**src/rtl/mpio_pkg.sv**
```systemverilog
package mpio_pkg;
	// register offsets on the plain register port
	localparam logic [15:0] MPIO_DIR_OFFSET = 16'hFFB5;
	localparam logic [15:0] MPIO_DATA_OFFSET = 16'hFFB7;
	localparam logic [7:0] MPIO_DIR_RESET = 8'h00;
	localparam logic [7:0] MPIO_DATA_RESET = 8'h00;
	localparam logic [7:0] MPIO_DIR_READ = 8'hFF;
	localparam logic [7:0] MPIO_UNMAPPED_READ = 8'h00;
	// pin positions
	localparam int MPIO_PIN_TCI0 = 0;
	localparam int MPIO_PIN_TCO0 = 1;
	localparam int MPIO_PIN_TRI0 = 2;
	localparam int MPIO_PIN_TCI1 = 3;
	localparam int MPIO_PIN_TCO1 = 4;
	localparam int MPIO_PIN_TRI1 = 5;
	localparam int MPIO_PIN_PWM0 = 6;
	localparam int MPIO_PIN_PWM1 = 7;
	localparam logic [1:0] MPIO_CCLR_RESET_SEL = 2'h3;
	localparam logic [3:0] MPIO_OS_NONE = 4'h0;
	// operating states of the port
	typedef enum logic [2:0] {
		MPIO_ST_RUN = 3'h1,
		MPIO_ST_SWSTBY = 3'h2,
		MPIO_ST_HWSTBY = 3'h4
	} mpio_state_e;
endpackage

```
**src/rtl/mpio_pin_mux.sv**
```systemverilog
`timescale 1ns/100ps
module mpio_pin_mux
	import mpio_pkg::*;
(
	// general purpose setting
	input wire logic dir_i,
	input wire logic data_i,
	// peripheral claim
	input wire logic periph_own_i,
	input wire logic periph_out_i,
	// host request claim
	input wire logic host_own_i,
	input wire logic host_out_i,
	// pin
	output logic pin_o,
	output logic pin_oe_o
);
	// peripheral wins over host request, host over general output
	always_comb begin
		if (periph_own_i) begin
			pin_o = periph_out_i;
			pin_oe_o = 1'b1;
		end else if (host_own_i) begin
			pin_o = host_out_i;
			pin_oe_o = 1'b1;
		end else begin
			pin_o = data_i;
			pin_oe_o = dir_i;
		end
	end
endmodule

```
**src/rtl/mpio_port.sv**
```systemverilog
`timescale 1ns/100ps
module mpio_port
	import mpio_pkg::*;
(
	// clock and reset
	input wire logic core_clk_i,
	input wire logic reset_i,
	// register port
	input wire logic [15:0] reg_addr_i,
	input wire logic [7:0] reg_wdata_i,
	input wire logic reg_write_i,
	input wire logic reg_read_i,
	output logic [7:0] reg_rdata_o,
	// mode and standby
	input wire logic host_port_select_i,
	input wire logic sw_standby_i,
	input wire logic hw_standby_i,
	// pwm timers
	input wire logic [1:0] pwm_out_enable_i,
	input wire logic [1:0] pulse_width_out_i,
	// 8-bit timers
	input wire logic [3:0] compare_out_select_i,
	input wire logic [1:0] counter_clear_select_i,
	input wire logic [1:0] timer_compare_output_i,
	input wire logic timer0_compare_own_i,
	output logic [1:0] timer_clock_input_o,
	output logic [1:0] timer_reset_input_o,
	output logic timer1_reset_enable_o,
	output logic periph_reset_o,
	// host requests
	input wire logic host_irq_line_a_i,
	input wire logic host_irq_line_b_i,
	input wire logic host_irq_line_c_i,
	// pins
	input wire logic [7:0] pin_i,
	output logic [7:0] pin_o,
	output logic [7:0] pin_oe_o
);
	logic [7:0] pin_direction_b_q;
	logic [7:0] pin_data_latch_b_q;
	logic [7:0] reg_rdata_q;
	mpio_state_e state_q;
	logic slave_mode;
	logic [7:0] periph_own;
	logic [7:0] periph_out;
	logic [7:0] host_own;
	logic [7:0] host_out;
	logic [7:0] port_read;
	logic sel_dir;
	logic sel_data;

	assign sel_dir = (reg_addr_i == MPIO_DIR_OFFSET);
	assign sel_data = (reg_addr_i == MPIO_DATA_OFFSET);

	// standby tracking; hardware standby dominates
	always_ff @(posedge core_clk_i or posedge reset_i) begin
		if (reset_i) begin
			state_q <= MPIO_ST_RUN;
		end else if (hw_standby_i) begin
			state_q <= MPIO_ST_HWSTBY;
		end else if (sw_standby_i) begin
			state_q <= MPIO_ST_SWSTBY;
		end else begin
			state_q <= MPIO_ST_RUN;
		end
	end

	// direction register
	always_ff @(posedge core_clk_i or posedge reset_i) begin
		if (reset_i) begin
			pin_direction_b_q <= MPIO_DIR_RESET;
		end else if (hw_standby_i) begin
			pin_direction_b_q <= MPIO_DIR_RESET;
		end else if (reg_write_i && sel_dir && !sw_standby_i) begin
			pin_direction_b_q <= reg_wdata_i;
		end
		// software standby leaves the value alone
	end

	// data latch
	always_ff @(posedge core_clk_i or posedge reset_i) begin
		if (reset_i) begin
			pin_data_latch_b_q <= MPIO_DATA_RESET;
		end else if (hw_standby_i) begin
			pin_data_latch_b_q <= MPIO_DATA_RESET;
		end else if (reg_write_i && sel_data && !sw_standby_i) begin
			pin_data_latch_b_q <= reg_wdata_i;
		end
	end

	// mode decode
	assign slave_mode = host_port_select_i;
	assign periph_reset_o = (state_q != MPIO_ST_RUN);

	// peripheral claims, released while any standby holds
	always_comb begin
		periph_own = 8'h00;
		periph_out = 8'h00;
		host_own = 8'h00;
		host_out = 8'h00;
		if (state_q == MPIO_ST_RUN) begin
			periph_own[MPIO_PIN_PWM1] = pwm_out_enable_i[1];
			periph_out[MPIO_PIN_PWM1] = pulse_width_out_i[1];
			periph_own[MPIO_PIN_PWM0] = pwm_out_enable_i[0];
			periph_out[MPIO_PIN_PWM0] = pulse_width_out_i[0];
			periph_own[MPIO_PIN_TCO1] = (compare_out_select_i != MPIO_OS_NONE);
			periph_out[MPIO_PIN_TCO1] = timer_compare_output_i[1];
			periph_own[MPIO_PIN_TCO0] = timer0_compare_own_i;
			periph_out[MPIO_PIN_TCO0] = timer_compare_output_i[0];
		end
		// host lines follow the general direction bit in slave mode
		if (slave_mode && state_q == MPIO_ST_RUN) begin
			host_own[MPIO_PIN_TCI1] = pin_direction_b_q[MPIO_PIN_TCI1];
			host_out[MPIO_PIN_TCI1] = host_irq_line_a_i;
			host_own[MPIO_PIN_TCO1] = pin_direction_b_q[MPIO_PIN_TCO1];
			host_out[MPIO_PIN_TCO1] = host_irq_line_b_i;
			host_own[MPIO_PIN_TRI1] = pin_direction_b_q[MPIO_PIN_TRI1];
			host_out[MPIO_PIN_TRI1] = host_irq_line_c_i;
		end
	end

	// per pin driver selection
	genvar gi;
	generate
		for (gi = 0; gi < 8; gi++) begin : g_pin
			mpio_pin_mux u_mux (
				.dir_i(pin_direction_b_q[gi] & ~(slave_mode && gi >= 3 && gi <= 5)),
				.data_i(pin_data_latch_b_q[gi]),
				.periph_own_i(periph_own[gi]),
				.periph_out_i(periph_out[gi]),
				.host_own_i(host_own[gi]),
				.host_out_i(host_out[gi]),
				.pin_o(pin_o[gi]),
				.pin_oe_o(pin_oe_o[gi])
			);
			// latched value for outputs, live level for inputs
			assign port_read[gi] = pin_direction_b_q[gi] ? pin_data_latch_b_q[gi]
				: pin_i[gi];
		end
	endgenerate

	// timer inputs are taken straight from the pin level
	assign timer_clock_input_o[0] = pin_i[MPIO_PIN_TCI0];
	assign timer_clock_input_o[1] = pin_i[MPIO_PIN_TCI1];
	assign timer_reset_input_o[0] = pin_i[MPIO_PIN_TRI0];
	assign timer_reset_input_o[1] = pin_i[MPIO_PIN_TRI1];
	assign timer1_reset_enable_o = (counter_clear_select_i == MPIO_CCLR_RESET_SEL);

	// read data, valid the cycle after the strobe only
	always_ff @(posedge core_clk_i or posedge reset_i) begin
		if (reset_i) begin
			reg_rdata_q <= MPIO_UNMAPPED_READ;
		end else if (reg_read_i && sel_dir) begin
			reg_rdata_q <= MPIO_DIR_READ;
		end else if (reg_read_i && sel_data) begin
			reg_rdata_q <= port_read;
		end else begin
			reg_rdata_q <= MPIO_UNMAPPED_READ;
		end
	end
	assign reg_rdata_o = reg_rdata_q;
endmodule

```
**config.mk**
```make
export PLATFORM = sky130hd
export DESIGN_NAME = mpio_port
export DESIGN_NICKNAME = d
export VERILOG_FILES = /design/src/rtl/mpio_pkg.sv /design/src/rtl/mpio_pin_mux.sv /design/src/rtl/mpio_port.sv
export SDC_FILE = /design/constraint.sdc
export NUM_CORES = 1
export LEC_CHECK = 0
export BUFFER_PORTS_ARGS = -buffer_cell sky130_fd_sc_hd__buf_2
export CORE_ASPECT_RATIO = 0.7
export CORE_UTILIZATION = 48
export CTS_CLUSTER_DIAMETER = 120
export DETAILED_ROUTE_END_ITERATION = 16
export HOLD_SLACK_MARGIN = 0.02
export PLACE_DENSITY_LB_ADDON = 0.05
export SLEW_MARGIN = 0
export SYNTH_ARGS = -nofsm -noshare
export SYNTH_HDL_FRONTEND = slang
export SYNTH_SLANG_ARGS = --single-unit
```
**constraint.sdc**
```tcl
create_clock -name core_clk_i -period 3.3 [get_ports core_clk_i]
set_clock_uncertainty 0.15 [all_clocks]
set_input_delay 0.825 -clock core_clk_i [delete_from_list [all_inputs] [get_ports core_clk_i]]
set_output_delay 0.825 -clock core_clk_i [all_outputs]
set_load 0.02 [all_outputs]
```
==> impl_metrics.json, run 1 <==
{
  "result_of_the_run": "finished clean",
  "clock_tree.buffer_depth": 2,
  "yosys.area.top_type": "dfrtp_1",
  "die_height_um": 49.6,
  "tritoncts": "yes",
  "dp.cells": 253,
  "die_outline_width_um": 70.0,
  "cts_setup_buffers": 0,
  "p_per_area_nw_per_um2": 319,
  "final_cell_mix": "buf_2 (84), dfrtp_1 (26), a21oi_1 (25), nand3_1 (19)",
  "insertedDiodeCount": 0,
  "synth_top_cell_area_share_pct": 41.9,
  "drt_iter0_markers": 57,
  "p_comb_share_pct": 13.5,
  "globalplace.congestion": 0.760,
  "h_tree_depth": 1,
  "count_of_input_and_output_buffers": 84,
  "total_leakage_power_nw": 0.979,
  "p_sw_mw": 0.145,
  "period_share_pct": 89.1,
  "initial_utilization_pct": 52.8,
  "critPathBufInv": 1,
  "timing_hold_violations_final": 0,
  "layout-area-overhead-vs-synth_pct": 20.5,
  "fillers": 265,
  "leading_cell_type_in_the_layout_fill_and_taps_excluded": "buf_2",
  "global_route.usage.total_pct": 21.7,
  "ant_nets": 0,
  "seq_power_share_pct": 55.9,
  "drv.max_cap_violation_count": 0,
  "drt_pass1_iterations": 4,
  "power.internal_mw": 0.452,
  "finalNetCount": 277,
  "critPathCaptureType": "primary output",
  "final_design_area_no_fill_um2": 1870,
  "clockPowerShare_pct": 30.6,
  "timing_worst_slew_pin_value_ps": 993,
  "drc_errors": 0,
  "worst_slew_margin_rel_pct": 33.7,
  "postcts_resize_cnt": 0,
  "sw_frac_of_total_pct": 24.2,
  "drt_wl_total_um": 3680,
  "stdcell_count": 257,
  "final_worst_setup_slack_ps": 359,
  "final_layout_size_suffix_gt1_share_pct": 46.2,
  "grt_overflow": 0,
  "finalSetupViolations": 0,
  "cts.sink_count": 27,
  "ctsRootBufferMaster": "clkbuf_8",
  "timing.hold.worst.class": "reg -> reg",
  "syn-instance-count": 159,
  "synth.cell_area_um2": 1550,
  "synthTopCellsByArea": "dfrtp_1 (42%), buf_4 (11%), a21oi_1 (8.1%), nand3_1 (6.1%), mux2i_1 (5.8%)",
  "power.total_mw": 0.597,
  "grt_pass1_wl_um": 6050,
  "placement.setup.worst_slack_ps": 437,
  "grt_max_degree": 28,
  "grt_antenna_before_repair": 0,
  "ys_warn_count": 0,
  "multi_input_comb_area_um2": 661,
  "design.portCount": 85,
  "hpwl_um": 2820,
  "avgRoutedWirePerCell_um": 14.3,
  "worst_setup_path_start_kind": "register",
  "worst_vdd_rail_ir_drop_mv": 0.233,
  "cp.arrival_ps": 1970,
  "clk_pin_slew_ps": 90,
  "grt_pass1_vias": 1384,
  "routed-via-count": 1382,
  "number_of_pins_with_negative_max_slew_slack_in_the_final_report": 0,
  "postCtsHoldBufs": 0,
  "post_drt_via_cell_ratio": 5.38,
  "cts-buffers-inserted": 3,
  "min_period_ps": 2940,
  "synth_nets": 214,
  "crit_path_top_delay_cell": "dfstp_2",
  "detailed_place.area_um2": 1830,
  "worstPathMaxFanout": 9,
  "ys_seq_elements": 27,
  "crit_path_kind": "reg -> out",
  "critical-path-max-stage-delay_ps": 520,
  "clock.fmax_ghz": 0.340,
  "cp_data_required_time_ps": 2320,
  "setup_total_negative_slack_ps": 0,
  "yosys.cell_types.count": 31,
  "final.hold.worst_slack_ps": 400,
  "rows": 16,
  "post_synth.cell_area_avg_um2": 9.77,
  "post-route-util_pct": 63.6,
  "crit_family": "simple AND/OR/NAND/NOR gates",
  "setup_repair_after_global_routing_missed_its_margin": "no",
  "ys_seq_area_share_pct": 43.6,
  "seq_area_um2": 677,
  "crit_chain": "nor3b_2 > nand3_1 > mux2i_1 > a21oi_1 > buf_2",
  "clock_insertion_delay_worst_skew_ps": 270,
  "fp.coreArea_um2": 2940,
  "die_area_um2": 3470
}
worst paths after layout:
check / from / to / slack (ps) / depth (start not counted)
worst max-delay path: state_q[0] / pin_o[4] / 360 / 5
worst min-delay path: pin_data_latch_b_q[0] / pin_data_latch_b_q[0] / 400 / 2
worst max register to register: pin_direction_b_q[4] / reg_rdata_o[4] / 2310 / 2
worst min register to register: pin_data_latch_b_q[0] / pin_data_latch_b_q[0] / 400 / 2
max in group asynchronous: reset_i / pin_direction_b_q[2] / 1770 / 2
min in group asynchronous: reset_i / reg_rdata_o[0] / 620 / 2
metal layers:
layer	part of all wire, %	global-route usage (%)	routed length [um]
met1	41	26.2	1530
met2	53	41.3	1930
met3	6.0	4.91	219
met4	0	1.33	0
met5	0	0	0
tightest hold or removal path: cells and delay by family, from the launching register on:
family / cells / cell delay, ps
compound gates: 2 / 110
flops: 1 / 400
cells in the mapped netlist:
cell / instances
nor4_4: 1
nor2_1: 2
nand4b_4: 1
dfrtp_1: 26
nand3_1: 19
clkbuf_1: 1
inv_1: 2
buf_8: 1
or4_4: 1
o21ai_2: 1
buf_4: 22
nor3b_2: 1
dfstp_2: 1
and2_1: 3
or3b_2: 1
nand3b_1: 2
a21oi_1: 25
nor2b_1: 1
buf_1: 1
buf_2: 2
nand2b_1: 4
o21ai_0: 6
mux2_2: 5
nand2_1: 6
nand4_1: 2
nor3b_1: 1
buf_6: 1
and3b_1: 1
o21ai_1: 9
mux2i_1: 9
o41ai_1: 1
state kept, by name, indices dropped and copies added (netlist names):
register	flops
pin_data_latch_b_q	8
pin_direction_b_q	8
reg_rdata_o	8
state_q	3
power by group through the flow:
stage,sequential (mW),combinational (mW),clock (mW)
2_1_floorplan,0.340,0.0413,0
3_3_place_gp,0.340,0.0788,0
3_5_place_dp,0.340,0.0811,0
4_1_cts,0.334,0.0815,0.186
5_1_grt,0.334,0.0892,0.199
6_report,0.334,0.0808,0.183
final cells by class:
class	count	share of cell area (%)
clock buffers	3	2.21
multi-input cells	102	35.3
well taps	36	2.41
flip-flops and latches	27	36.2
repair buffers	86	23.3
inverters	2	0.401
clock inverters	1	0.267
cell families (layout without fill, tap and decap cells):
family | count (synthesis) | in the layout | share of synthesized area, %
AO/OA/AOI/OAI | 42 | 42 | 14.0
buffers and inverters | 30 | 92 | 13.9
flip-flops | 27 | 27 | 43.6
multiplexers | 14 | 14 | 9.42
AND/OR/NAND/NOR | 46 | 46 | 19.1
(Power assumes the default switching activity.)
==> run 2: changes to the inputs <==
RECOVER_POWER = 100   (was unset)
==> run 2 against run 1 <==
Effect of this change: non-clock buffer count unchanged; sequential share of layout area is 1.5 points higher; via count up 1.2%; cell count is the same; worst hold slack gained 12 ps; global-route usage stayed put; routed wire length increased by 1.8%; critical path type unchanged.
==> impl_metrics.json, run 2 (synthesized netlist as in run 1, its figures left out) <==
{
  "result_of_the_run": "finished clean",
  "avgRoutedWirePerCell_um": 14.6,
  "setup_repair_after_global_routing_missed_its_margin": "no",
  "post_drt_via_cell_ratio": 5.44,
  "min_period_ps": 3030,
  "finalNetCount": 277,
  "r2r_end": "reg_rdata_o[4]",
  "worstPathMaxFanout": 9,
  "drt_wl_total_um": 3740,
  "p_per_area_nw_per_um2": 330,
  "worst_r2r_startpoint": "pin_direction_b_q[4]",
  "grt_pass1_wl_um": 6050,
  "drt_pass1_iterations": 4,
  "crit_chain": "nor3b_2 > nand3_1 > mux2i_1 > a21oi_1 > clkbuf_1",
  "detailed_place.area_um2": 1830,
  "total_leakage_power_nw": 0.828,
  "postcts_resize_cnt": 0,
  "clk_pin_slew_ps": 90,
  "initial_utilization_pct": 52.8,
  "die_outline_width_um": 70.0,
  "drc_errors": 0,
  "grt_pass1_vias": 1384,
  "setup_total_negative_slack_ps": 0,
  "timing_hold_violations_final": 0,
  "crit_path_top_delay_cell": "dfstp_2",
  "finalSetupViolations": 0,
  "holdPathStages": 2,
  "cts_setup_buffers": 0,
  "grt_antenna_before_repair": 0,
  "final_cell_mix": "buf_2 (53), clkbuf_1 (31), dfrtp_1 (26), a21oi_1 (25), nand3_1 (19)",
  "layout-area-overhead-vs-synth_pct": 15.5,
  "cp.arrival_ps": 2050,
  "clock.fmax_ghz": 0.330,
  "final_design_area_no_fill_um2": 1800,
  "period_share_pct": 91.7,
  "grt_overflow": 0,
  "cts.sink_count": 27,
  "drv.max_cap_violation_count": 0,
  "grt_max_degree": 28,
  "leading_cell_type_in_the_layout_fill_and_taps_excluded": "buf_2",
  "insertedDiodeCount": 0,
  "design.portCount": 85,
  "clock_insertion_delay_worst_skew_ps": 270,
  "count_of_input_and_output_buffers": 84,
  "critPathCaptureType": "primary output",
  "clock_tree.buffer_depth": 2,
  "hpwl_um": 2820,
  "ant_nets": 0,
  "power.total_mw": 0.593,
  "timing.hold.worst.class": "reg -> reg",
  "die_area_um2": 3470,
  "critical-path-max-stage-delay_ps": 520,
  "ctsRootBufferMaster": "clkbuf_8",
  "worstHoldEndpoint": "pin_data_latch_b_q[1]",
  "reg2reg_slack_ps": 2320,
  "worst_vdd_rail_ir_drop_mv": 0.233,
  "drt_iter0_markers": 52,
  "crit_path_kind": "reg -> out",
  "rows": 16,
  "number_of_pins_with_negative_max_slew_slack_in_the_final_report": 0,
  "timing_worst_slew_pin_value_ps": 1190,
  "crit_family": "simple AND/OR/NAND/NOR gates",
  "worst_slew_margin_rel_pct": 20.3,
  "final_layout_size_suffix_gt1_share_pct": 30.3,
  "fp.coreArea_um2": 2940,
  "global_route.usage.total_pct": 21.7,
  "worst_setup_path_start_kind": "register",
  "postCtsHoldBufs": 0,
  "routed-via-count": 1398,
  "post-route-util_pct": 61.0,
  "cp_data_required_time_ps": 2320,
  "cts-buffers-inserted": 3,
  "critPathBufInv": 1,
  "die_height_um": 49.6,
  "rr_worst_depth": 2,
  "tritoncts": "yes",
  "h_tree_depth": 1,
  "globalplace.congestion": 0.760,
  "holdCritStartpoint": "pin_data_latch_b_q[1]"
}
[run 2: cell types whose count changed in the layout (fill, tap and decap cells not counted)]
cell	change
o21ai_0	+9
nand4b_1	+1
o21ai_2	-1
or4_4	-1
clkbuf_1	+31
nor4_4	-1
o21ai_1	-8
buf_2	-31
or4_1	+1
nor4_1	+1
nand4b_4	-1
[run 2: cell type report]
class	count	area (um^2)
clock buffer	3	41.3
clock inverter	1	5.00
fill	281	1150
inverter	2	7.51
multi-input combinational	102	623
sequential	27	677
tap	36	45.0
timing repair buffer	86	397
[run 2: worst max-delay path by stage]
stage | from | to | slack [ps] | depth (start not counted)
2_1_floorplan | compare_out_select_i[1] | pin_o[4] | 710 | 4
3_3_place_gp | compare_out_select_i[1] | pin_o[4] | 570 | 5
3_5_place_dp | compare_out_select_i[1] | pin_o[4] | 440 | 5
4_1_cts | state_q[0] | pin_o[4] | 380 | 5
5_1_grt | state_q[0] | pin_o[4] | 130 | 5
6_report | state_q[0] | pin_o[4] | 270 | 5
[run 2: power by group]
part,switching (mW),internal (mW)
Clock,0.0984,0.0845
Sequential,0.000656,0.333
Combinational,0.0441,0.0324
[run 2: tightest hold or removal path, stage by stage (launching register included)]
cell and delay (ps):
dfrtp_1 400, o21ai_0 80, a21oi_1 60
[run 2: metal layers]
metal,up-vias,global-route usage [%],wire length (um)
li1,675,-,-
met3,2,4.91,237
met4,0,1.33,12
met1,656,26.2,1590
met5,-,0,0
met2,65,41.3,1910
[run 2: per-stage QoR]
stage	cells	hold slack, ps	worst slack (ps)
6_report	257	412	273
5_1_grt	257	454	126
4_1_cts	257	401	385
3_5_place_dp	253	390	437
3_3_place_gp	253	387	575
2_1_floorplan	159	374	706
